**config.mk**
```make
export PLATFORM = sky130hd
export DESIGN_NAME = ppm_mux
export DESIGN_NICKNAME = d
export VERILOG_FILES = /design/src/rtl/ppm_pkg.sv /design/src/rtl/ppm_mux.sv /design/src/rtl/ppm_port_irq.sv /design/src/rtl/ppm_sync.sv
export VERILOG_INCLUDE_DIRS = /design/src /design/src/rtl
export SDC_FILE = /design/constraint.sdc
export NUM_CORES = 1
export LEC_CHECK = 0
export BUFFER_PORTS_ARGS = -buffer_cell sky130_fd_sc_hd__buf_2
export CAP_MARGIN = 20
export CORE_UTILIZATION = 44
export DETAILED_ROUTE_END_ITERATION = 8
export PLACE_DENSITY = 0.66
export SYNTH_ARGS = -nofsm -noshare
export SYNTH_HDL_FRONTEND = slang
export SYNTH_SLANG_ARGS = --single-unit
```
**constraint.sdc**
```tcl
create_clock -name clk_i -period 4.3 [get_ports clk_i]
set_clock_uncertainty 0.1 [all_clocks]
set_input_delay 0.215 -clock clk_i [delete_from_list [all_inputs] [get_ports clk_i]]
set_output_delay 0.215 -clock clk_i [all_outputs]
set_load 0.01 [all_outputs]
```
**src/rtl/ppm_params.svh**
```systemverilog
// offsets, field positions and reset values of the port function mux
`ifndef PPM_PARAMS_SVH
`define PPM_PARAMS_SVH

// ----------------------------------------------------------------------
// register word offsets (byte addresses, one aligned word each)
// ----------------------------------------------------------------------
`define PPM_OFS_P1_IN 8'h00
`define PPM_OFS_P1_OUT 8'h04
`define PPM_OFS_P1_DIR 8'h08
`define PPM_OFS_P1_IFG 8'h0C
`define PPM_OFS_P1_IES 8'h10
`define PPM_OFS_P1_IE 8'h14
`define PPM_OFS_P1_SEL 8'h18
`define PPM_OFS_P2_IN 8'h20
`define PPM_OFS_P2_OUT 8'h24
`define PPM_OFS_P2_DIR 8'h28
`define PPM_OFS_P2_IFG 8'h2C
`define PPM_OFS_P2_IES 8'h30
`define PPM_OFS_P2_IE 8'h34
`define PPM_OFS_P2_SEL 8'h38

// ----------------------------------------------------------------------
// reset values and bit groups
// ----------------------------------------------------------------------
`define PPM_RST_BYTE 8'h00
`define PPM_P2_UNBONDED 8'hC0
`define PPM_OSCILLATOR_RESISTOR_PIN_BIT 5

`endif

```
**src/rtl/ppm_pkg.sv**
```systemverilog
// types shared by the port function mux files
package ppm_pkg;

    // ------------------------------------------------------------------
    // per-port configuration bundle
    // ------------------------------------------------------------------
    typedef struct packed {
        logic [7:0] sel;
        logic [7:0] dir;
        logic [7:0] out;
        logic [7:0] ie;
        logic [7:0] ies;
    } ppm_cfg_type;

    // ------------------------------------------------------------------
    // bus slave states
    // ------------------------------------------------------------------
    typedef enum logic [1:0] {
        PPM_IDLE = 2'b01,
        PPM_ACK = 2'b10
    } ppm_bus_state_type;

endpackage : ppm_pkg

```
**src/rtl/ppm_mux.sv**
```systemverilog
// two 8-bit ports with per-pin peripheral function mux and wishbone regs
//
// The placing of the registers and the Wishbone interface to the registers are this design's own decisions.
`timescale 1ns/1ps
`default_nettype none
`include "ppm_params.svh"

// Overview of operation
// (RULE1) p1.0 peripheral: drive low, pin to timer clock
// (RULE2) p1.1-3: compare outs 0-2, capture a inputs
// (RULE3) p1.4 peripheral: sub-main clock out, input unused
// (RULE4) p1.5-7: compare outs 0-2, inputs unused
// (RULE5) direction always from direction bit; p2.6-7 output enables are held low instead, whatever dir says
// (RULE6) p2.0 peripheral: auxiliary clock out
// (RULE7) p2.1: drive low, pin to alternate clock
// (RULE8) p2.2-3: compare outs 0-1, capture b inputs
// (RULE9) p2.4: compare out 2, input unused
// (RULE10) p2.6-7 unbonded: output low, no input
// (RULE11) p2.6-7 flags change by software only
// (RULE12) p2.5 also carries oscillator resistor pin
// (RULE13) plain mode: output register drives, pin readable
// (RULE14) chosen edge sets flag; flag and enable interrupt
module ppm_mux (
    // clock and reset
    input wire logic clk_i,
    input wire logic rst_i,
    // wishbone slave
    input wire logic wb_cyc_i,
    input wire logic wb_stb_i,
    input wire logic wb_we_i,
    input wire logic [7:0] wb_adr_i,
    input wire logic [3:0] wb_sel_i,
    input wire logic [31:0] wb_dat_i,
    output logic [31:0] wb_dat_o,
    output logic wb_ack_o,
    // port 1 pins
    input wire logic [7:0] p1_pin_i,
    output logic [7:0] p1_pin_o,
    output logic [7:0] p1_pin_oe_o,
    // port 2 pins, bits 6 and 7 have no pad
    input wire logic [7:0] p2_pin_i,
    output logic [7:0] p2_pin_o,
    output logic [7:0] p2_pin_oe_o,
    // timer and clock module signals
    input wire logic timer_compare_out_0_i,
    input wire logic timer_compare_out_1_i,
    input wire logic timer_compare_out_2_i,
    input wire logic sub_main_clock_i,
    input wire logic aux_clock_i,
    output logic timer_external_clock_in_o,
    output logic timer_alt_clock_in_o,
    output logic capture_in_ch0_a_o,
    output logic capture_in_ch1_a_o,
    output logic capture_in_ch2_a_o,
    output logic capture_in_ch0_b_o,
    output logic capture_in_ch1_b_o,
    output logic oscillator_resistor_en_o,
    // interrupt requests per port
    output logic p1_irq_o,
    output logic p2_irq_o
);

    // ------------------------------------------------------------------
    // configuration registers
    // ------------------------------------------------------------------
    ppm_pkg::ppm_cfg_type p1_cfg_q;
    ppm_pkg::ppm_cfg_type p1_cfg_d;
    ppm_pkg::ppm_cfg_type p2_cfg_q;
    ppm_pkg::ppm_cfg_type p2_cfg_d;
    ppm_pkg::ppm_bus_state_type bus_q;
    ppm_pkg::ppm_bus_state_type bus_d;
    logic [31:0] rdata_q;
    logic [31:0] rdata_d;
    logic [7:0] p1_in;
    logic [7:0] p2_in;
    logic [7:0] p1_flag;
    logic [7:0] p2_flag;
    logic [7:0] p1_mod_out;
    logic [7:0] p2_mod_out;
    logic [7:0] wbyte;
    logic req;
    logic wr_go;
    logic p1_flag_we;
    logic p2_flag_we;

    assign req = wb_cyc_i & wb_stb_i;
    assign wbyte = wb_dat_i[7:0];
    // only the low lane holds data; writes need sel[0]
    // a write lands at the taking edge; the idle gate stops a request
    // that is still held during its ack cycle from writing twice
    assign wr_go = req & wb_we_i & wb_sel_i[0]
        & (bus_q == ppm_pkg::PPM_IDLE);
    assign p1_flag_we = wr_go & (wb_adr_i == `PPM_OFS_P1_IFG);
    assign p2_flag_we = wr_go & (wb_adr_i == `PPM_OFS_P2_IFG);

    // ------------------------------------------------------------------
    // pin synchronisers
    // ------------------------------------------------------------------
    // pads are asynchronous: two flops, so every pin reaches the
    // registers and the timer two cycles late
    ppm_sync u_sync_p1 (
        .clk_i(clk_i),
        .rst_i(rst_i),
        .d_i(p1_pin_i),
        .q_o(p1_in)
    );

    ppm_sync u_sync_p2 (
        .clk_i(clk_i),
        .rst_i(rst_i),
        .d_i(p2_pin_i),
        .q_o(p2_in)
    );

    // ------------------------------------------------------------------
    // interrupt flags
    // ------------------------------------------------------------------
    // every port 1 bit has a pad, so all eight edges count
    ppm_port_irq u_irq_p1 (
        .clk_i(clk_i),
        .rst_i(rst_i),
        .pin_i(p1_in),
        .pin_edge_select_i(p1_cfg_q.ies),
        .pin_irq_enable_i(p1_cfg_q.ie),
        .edge_mask_i(8'hFF),
        .flag_we_i(p1_flag_we),
        .flag_wdata_i(wbyte),
        .pin_irq_flag_o(p1_flag),
        .irq_o(p1_irq_o)
    );

    // unbonded bits get no edges: software alone moves their flags
    ppm_port_irq u_irq_p2 (
        .clk_i(clk_i),
        .rst_i(rst_i),
        .pin_i(p2_in),
        .pin_edge_select_i(p2_cfg_q.ies),
        .pin_irq_enable_i(p2_cfg_q.ie),
        .edge_mask_i(~`PPM_P2_UNBONDED), // RULE11
        .flag_we_i(p2_flag_we),
        .flag_wdata_i(wbyte),
        .pin_irq_flag_o(p2_flag),
        .irq_o(p2_irq_o)
    );

    // ------------------------------------------------------------------
    // module outputs per bit
    // ------------------------------------------------------------------
    always_comb begin
        p1_mod_out = {
            timer_compare_out_2_i, // RULE4
            timer_compare_out_1_i,
            timer_compare_out_0_i,
            sub_main_clock_i, // RULE3
            timer_compare_out_2_i, // RULE2
            timer_compare_out_1_i,
            timer_compare_out_0_i,
            1'b0 // RULE1
        };
        // the sources share this clock, so they pass straight to the pads
        p2_mod_out = {
            1'b0, // RULE10
            1'b0,
            // p2.5 has no module output, only the resistor hookup
            1'b0,
            timer_compare_out_2_i, // RULE9
            timer_compare_out_1_i, // RULE8
            timer_compare_out_0_i,
            1'b0, // RULE7
            aux_clock_i // RULE6
        };
    end

    // ------------------------------------------------------------------
    // pad drive: select picks source, direction bit alone sets enable, except on p2.6-7
    // ------------------------------------------------------------------
    genvar g;
    generate
        for (g = 0; g < 8; g++) begin : g_pad
            assign p1_pin_o[g] = p1_cfg_q.sel[g] ? p1_mod_out[g]
                : p1_cfg_q.out[g]; // RULE13
            assign p1_pin_oe_o[g] = p1_cfg_q.dir[g]; // RULE5
            // no pad behind bits 6 and 7: never enabled, whatever dir says
            if (g >= 6) begin : g_nopad
                assign p2_pin_o[g] = 1'b0; // RULE10
                assign p2_pin_oe_o[g] = 1'b0; // RULE10
            end else begin : g_pad2
                assign p2_pin_o[g] = p2_cfg_q.sel[g] ? p2_mod_out[g]
                    : p2_cfg_q.out[g]; // RULE13
                assign p2_pin_oe_o[g] = p2_cfg_q.dir[g]; // RULE5
            end
        end
    endgenerate

    // ------------------------------------------------------------------
    // pin inputs to the timer, gated by the function select
    // ------------------------------------------------------------------
    // gating by select keeps plain port traffic away from the timer
    assign timer_external_clock_in_o = p1_cfg_q.sel[0] & p1_in[0]; // RULE1
    assign capture_in_ch0_a_o = p1_cfg_q.sel[1] & p1_in[1]; // RULE2
    assign capture_in_ch1_a_o = p1_cfg_q.sel[2] & p1_in[2]; // RULE2
    assign capture_in_ch2_a_o = p1_cfg_q.sel[3] & p1_in[3]; // RULE2
    assign timer_alt_clock_in_o = p2_cfg_q.sel[1] & p2_in[1]; // RULE7
    assign capture_in_ch0_b_o = p2_cfg_q.sel[2] & p2_in[2]; // RULE8
    assign capture_in_ch1_b_o = p2_cfg_q.sel[3] & p2_in[3]; // RULE8
    // resistor hookup is analogue; this level tells the clock module
    assign oscillator_resistor_en_o = p2_cfg_q.sel[`PPM_OSCILLATOR_RESISTOR_PIN_BIT]; // RULE12

    // ------------------------------------------------------------------
    // register writes
    // ------------------------------------------------------------------
    // no IN or IFG here: IN is read-only, and IFG lives in the edge
    // logic so that a hardware set can win over a software clear
    always_comb begin
        p1_cfg_d = p1_cfg_q;
        p2_cfg_d = p2_cfg_q;
        if (wr_go) begin
            case (wb_adr_i)
                `PPM_OFS_P1_OUT: p1_cfg_d.out = wbyte;
                `PPM_OFS_P1_DIR: p1_cfg_d.dir = wbyte;
                `PPM_OFS_P1_IES: p1_cfg_d.ies = wbyte;
                `PPM_OFS_P1_IE: p1_cfg_d.ie = wbyte;
                `PPM_OFS_P1_SEL: p1_cfg_d.sel = wbyte;
                `PPM_OFS_P2_OUT: p2_cfg_d.out = wbyte;
                `PPM_OFS_P2_DIR: p2_cfg_d.dir = wbyte;
                `PPM_OFS_P2_IES: p2_cfg_d.ies = wbyte;
                `PPM_OFS_P2_IE: p2_cfg_d.ie = wbyte;
                `PPM_OFS_P2_SEL: p2_cfg_d.sel = wbyte;
                default: begin
                end
            endcase
        end
    end

    always_ff @(posedge clk_i) begin
        if (rst_i) begin
            // ports come up as plain inputs: no drive, no select
            p1_cfg_q <= '{`PPM_RST_BYTE, `PPM_RST_BYTE, `PPM_RST_BYTE,
                `PPM_RST_BYTE, `PPM_RST_BYTE};
            p2_cfg_q <= '{`PPM_RST_BYTE, `PPM_RST_BYTE, `PPM_RST_BYTE,
                `PPM_RST_BYTE, `PPM_RST_BYTE};
        end else begin
            p1_cfg_q <= p1_cfg_d;
            p2_cfg_q <= p2_cfg_d;
        end
    end

    // ------------------------------------------------------------------
    // bus answer: ack one cycle after request, read data registered
    // ------------------------------------------------------------------
    always_comb begin
        bus_d = bus_q;
        rdata_d = rdata_q;
        case (bus_q)
            ppm_pkg::PPM_IDLE: begin
                if (req) begin
                    bus_d = ppm_pkg::PPM_ACK;
                    rdata_d = 32'h0000_0000;
                    case (wb_adr_i)
                        `PPM_OFS_P1_IN: rdata_d[7:0] = p1_in; // RULE13
                        `PPM_OFS_P1_OUT: rdata_d[7:0] = p1_cfg_q.out;
                        `PPM_OFS_P1_DIR: rdata_d[7:0] = p1_cfg_q.dir;
                        `PPM_OFS_P1_IFG: rdata_d[7:0] = p1_flag;
                        `PPM_OFS_P1_IES: rdata_d[7:0] = p1_cfg_q.ies;
                        `PPM_OFS_P1_IE: rdata_d[7:0] = p1_cfg_q.ie;
                        `PPM_OFS_P1_SEL: rdata_d[7:0] = p1_cfg_q.sel;
                        `PPM_OFS_P2_IN: rdata_d[7:0] = p2_in
                            & ~`PPM_P2_UNBONDED; // RULE10
                        `PPM_OFS_P2_OUT: rdata_d[7:0] = p2_cfg_q.out;
                        `PPM_OFS_P2_DIR: rdata_d[7:0] = p2_cfg_q.dir;
                        `PPM_OFS_P2_IFG: rdata_d[7:0] = p2_flag;
                        `PPM_OFS_P2_IES: rdata_d[7:0] = p2_cfg_q.ies;
                        `PPM_OFS_P2_IE: rdata_d[7:0] = p2_cfg_q.ie;
                        `PPM_OFS_P2_SEL: rdata_d[7:0] = p2_cfg_q.sel;
                        // unmapped offsets read zero, still acked
                        default: rdata_d = 32'h0000_0000;
                    endcase
                end
            end
            ppm_pkg::PPM_ACK: begin
                // back to idle even if the master still holds its request
                bus_d = ppm_pkg::PPM_IDLE;
            end
            default: begin
                bus_d = ppm_pkg::PPM_IDLE;
            end
        endcase
    end

    always_ff @(posedge clk_i) begin
        if (rst_i) begin
            bus_q <= ppm_pkg::PPM_IDLE;
            rdata_q <= 32'h0000_0000;
        end else begin
            bus_q <= bus_d;
            rdata_q <= rdata_d;
        end
    end

    assign wb_ack_o = (bus_q == ppm_pkg::PPM_ACK) & req;
    // read data stands in a register from ack until the next request
    assign wb_dat_o = rdata_q;

endmodule : ppm_mux

`default_nettype wire

```
**src/rtl/ppm_port_irq.sv**
```systemverilog
// edge detection and sticky flags of one 8-bit port
`timescale 1ns/1ps
`default_nettype none

module ppm_port_irq (
    // clock and reset
    input wire logic clk_i,
    input wire logic rst_i,
    // synchronised pin levels and settings
    input wire logic [7:0] pin_i,
    input wire logic [7:0] pin_edge_select_i,
    input wire logic [7:0] pin_irq_enable_i,
    input wire logic [7:0] edge_mask_i,
    // software write of the flag byte
    input wire logic flag_we_i,
    input wire logic [7:0] flag_wdata_i,
    // flags and request
    output logic [7:0] pin_irq_flag_o,
    output logic irq_o
);

    logic [7:0] prev_q;
    logic [7:0] prev_d;
    logic [7:0] flag_q;
    logic [7:0] flag_d;
    logic [7:0] hit;

    // ------------------------------------------------------------------
    // per-bit edge select and flag
    // ------------------------------------------------------------------
    always_comb begin
        prev_d = pin_i;
        hit = 8'h00;
        flag_d = flag_q;
        if (flag_we_i) begin
            flag_d = flag_wdata_i;
        end
        // edge set wins over a same-cycle software clear
        for (int b = 0; b < 8; b++) begin
            hit[b] = edge_mask_i[b] & (pin_edge_select_i[b] ?
                (prev_q[b] & ~pin_i[b]) : (~prev_q[b] & pin_i[b])); // RULE14
            if (hit[b]) begin
                flag_d[b] = 1'b1; // RULE14
            end
        end
    end

    always_ff @(posedge clk_i) begin
        if (rst_i) begin
            prev_q <= 8'h00;
            flag_q <= 8'h00;
        end else begin
            prev_q <= prev_d;
            flag_q <= flag_d;
        end
    end

    assign pin_irq_flag_o = flag_q;
    assign irq_o = |(flag_q & pin_irq_enable_i); // RULE14

endmodule : ppm_port_irq

`default_nettype wire

```
**src/rtl/ppm_sync.sv**
```systemverilog
// two-stage synchroniser for one byte of pin levels
`timescale 1ns/1ps
`default_nettype none

module ppm_sync (
    // clock and reset
    input wire logic clk_i,
    input wire logic rst_i,
    // async byte in, synced byte out
    input wire logic [7:0] d_i,
    output logic [7:0] q_o
);

    logic [7:0] meta_q;
    logic [7:0] sync_q;

    always_ff @(posedge clk_i) begin
        if (rst_i) begin
            meta_q <= 8'h00;
            sync_q <= 8'h00;
        end else begin
            meta_q <= d_i;
            sync_q <= meta_q;
        end
    end

    assign q_o = sync_q;

endmodule : ppm_sync

`default_nettype wire

```
==> impl_metrics.json <==
{
  "status": "completed",
  "ant_nets": 0,
  "synthDistinctLibCells": 46,
  "routedWlPerCell_um": 18.2,
  "grt_pass1_vias": 5141,
  "vias": 5611,
  "routed_wl_mm": 18.9,
  "crit_required_ns": 4.54,
  "critPathCaptureType": "flip-flop",
  "synth_common_cells": "148 x dfxtp_1, 81 x mux2i_1, 67 x nor2_1, 54 x nand2_1, 50 x nor2b_1",
  "hold_violations": 0,
  "die_h_um": 128,
  "cts_setup_buffers": 0,
  "max-slew-margin-rel_pct": 40.7,
  "antenna_found_initial": 0,
  "fin_tns_setup_ns": 0,
  "fin_crit_ns": 2.75,
  "slowest_stage": "or4_1",
  "port_buffers": 87,
  "path_buf_inv": 1,
  "rows": 45,
  "yosysWarnings": 0,
  "dr.first_iter.drc_count": 647,
  "crit_chain": "nand4b_4, or4_1, buf_4, nor2_2, nand2_1, a21oi_1",
  "synth_area_um2": 6960,
  "grt_max_degree": 68,
  "post_cts_resized": 0,
  "clockBufferDepth": 2,
  "power_mw": 2.98,
  "p_leak_nw": 2.96,
  "ios": 145,
  "max_freq_mhz": 364,
  "holdCritPathClass": "in -> reg",
  "ys_seq_area_share_pct": 42.6,
  "drive_gt1_share_pct": 22.7,
  "die_x_um": 128,
  "cp-start-kind": "flip-flop",
  "synth_area_leader_cell": "dfxtp_1",
  "arrival_ns": 2.99,
  "cts.sinks": 148,
  "clkTransAtPathRegs_ns": 0.06,
  "fin_crit_sh_pct": 63.9,
  "grt-ovfl-total": 0,
  "dp_hpwl_mm": 12.9,
  "synthArstFlopShare_pct": 0,
  "grtUsageTotal_pct": 23.7,
  "area_growth_syn_to_layout_pct": 15.2,
  "slowest_delay_ns": 0.99,
  "dr.pass1.iters": 5,
  "synthCells": 744,
  "core_um2": 15300,
  "postSynthAreaPerCell_um2": 9.36,
  "rsz0062_at_grt": "false",
  "ir_drop_mv": 0.281,
  "cp_top_family": "simple AND/OR/NAND/NOR gates",
  "routabilityCongestion": 0.941,
  "crit_fanout": 21,
  "synth_top_area_share_pct": 42.6,
  "cts_made_buffers": 17,
  "drv_cap": 0,
  "drv_slew": 0,
  "initial_core_util_pct": 45.5,
  "cts_max_level": 4,
  "worstSetupPathType": "reg -> reg",
  "yosysMostFrequentCell": "dfxtp_1",
  "synth-main-ff-cell": "dfxtp_1",
  "grt_pass1_wl_mm": 29.1,
  "antenna_cells": 0,
  "viasPerCell": 5.42,
  "cts_hold_buf": 14,
  "finalSetupViolCount": 0,
  "synth_edf_count": 0,
  "fin_nets": 881,
  "p_per_area_nw_per_um2": 372,
  "drcViolationCount": 0,
  "synth_seq_cells": 148,
  "fp.dieArea_um2": 16300,
  "worst_pin_slew_ns": 0.883,
  "cts_root_buffer": "clkbuf_16",
  "clk_latency_ns": 0.42,
  "yosys-top-cells-area": "dfxtp_1 43%, mux2i_1 12%, buf_4 4.6%, nor2b_1 4.5%, mux2_2 4.0%",
  "cts_tree": "yes"
}
cell usage in the layout (no fill, tap or decap), types with 3 or more instances in the layout:
cell	Yosys	final
a211oi_1	6	6
a21oi_1	43	43
a221oi_1	5	5
a22oi_1	21	21
a311oi_1	8	8
a31oi_1	15	15
and2_1	7	7
buf_2	6	86
buf_4	43	13
clkbuf_16	0	17
clkinv_2	0	5
clkinv_4	0	3
clkinvlp_4	0	4
conb_1	1	28
dfxtp_1	148	148
dlygate4sd3_1	0	14
mux2_2	25	25
mux2i_1	81	81
mux4_2	4	4
nand2_1	54	54
nand3_1	5	5
nand3b_1	14	14
nand4_1	3	3
nor2_1	67	67
nor2_2	4	4
nor2b_1	50	50
nor3_1	8	8
nor4_4	4	4
o21ai_0	36	36
o22ai_1	4	4
or3b_2	14	14
metal layers:
| layer | up-vias | part of all wire (%) | global-route usage [%] |
|---|---|---|---|
| met5 | - | 0 | 0 |
| met4 | 0 | 2.8 | 9.90 |
| met3 | 37 | 6.5 | 4.51 |
| met2 | 241 | 45 | 36.1 |
| met1 | 2637 | 45 | 32.8 |
| li1 | 2696 | - | - |
area by class of cell:
type,instances,area (um2)
clock inverter,13,111
fill,1420,7290
clock buffer,19,443
multi-input combinational,529,3560
inverter,2,7.51
tap,211,264
timing repair buffer,113,668
sequential,148,2960
where the power goes:
group | switching, mW | leakage, nW | total [mW] | internal, mW
Combinational | 0.119 | 1.50 | 0.183 | 0.0643
Clock | 0.578 | 0.264 | 1.38 | 0.806
Sequential | 0.0181 | 1.20 | 1.41 | 1.40
metrics by stage:
stage	hold slack, ns	setup WS (ns)	cells	area, um2	utilization, %
after floorplan	0.243	2.25	771	7060	-
after global placement	0.318	1.45	989	7330	47.8
after detailed placement	0.325	1.45	989	7330	47.8
after CTS	0.0549	1.58	1035	8020	52.4
after global routing	0.0767	1.40	1035	8020	52.4
final	0.0626	1.55	1035	8020	52.4
state kept, by name, summed over array words and instances (netlist names):
name                      flops
u_sync_p2.q_o                 6
u_irq_p1.prev_q               8
u_sync_p1.meta_q              8
p1_pin_oe_o                   8
oscillator_resistor_en_o      1
p2_pin_oe_o                   6
wb_dat_o                      8
u_irq_p2.pin_irq_flag_o       8
u_irq_p1.pin_irq_flag_o       8
bus_q                         2
u_sync_p2.meta_q              6
p2_cfg_q                     33
u_irq_p2.prev_q               6
u_sync_p1.q_o                 8
p1_cfg_q                     32
cell families (layout without fill, tap and decap cells):
group | count (synthesis) | count (layout) | synth area share, %
AND/OR/NAND/NOR | 248 | 248 | 20.2
flip-flops | 148 | 148 | 42.6
AO/OA/AOI/OAI | 143 | 143 | 12.5
multiplexers | 110 | 110 | 17.0
buffers and inverters | 94 | 147 | 7.71
other | 1 | 28 | 0.0539
path summary, 6_finish.rpt:
kind	depth (start not counted)	slack (ns)	startpoint	to
max	6	1.55	bus_q[1]$_SDFFE_PP0N_	p1_cfg_q[16]$_SDFFE_PP0P_
min reg2reg	1	0.33	u_sync_p1.meta_q[7]$_SDFF_PP0_	u_sync_p1.q_o[7]$_SDFF_PP0_
max reg2reg	6	1.55	bus_q[1]$_SDFFE_PP0N_	p1_cfg_q[16]$_SDFFE_PP0P_
min	3	0.06	wb_dat_i[7]	p2_cfg_q[23]$_SDFFE_PP0P_
tightest hold or removal path, cell delays in order:
cell and delay [ns]:
buf_2 0.18, nand2_1 0.08, a21oi_1 0.05
(Power assumes the default switching activity.)
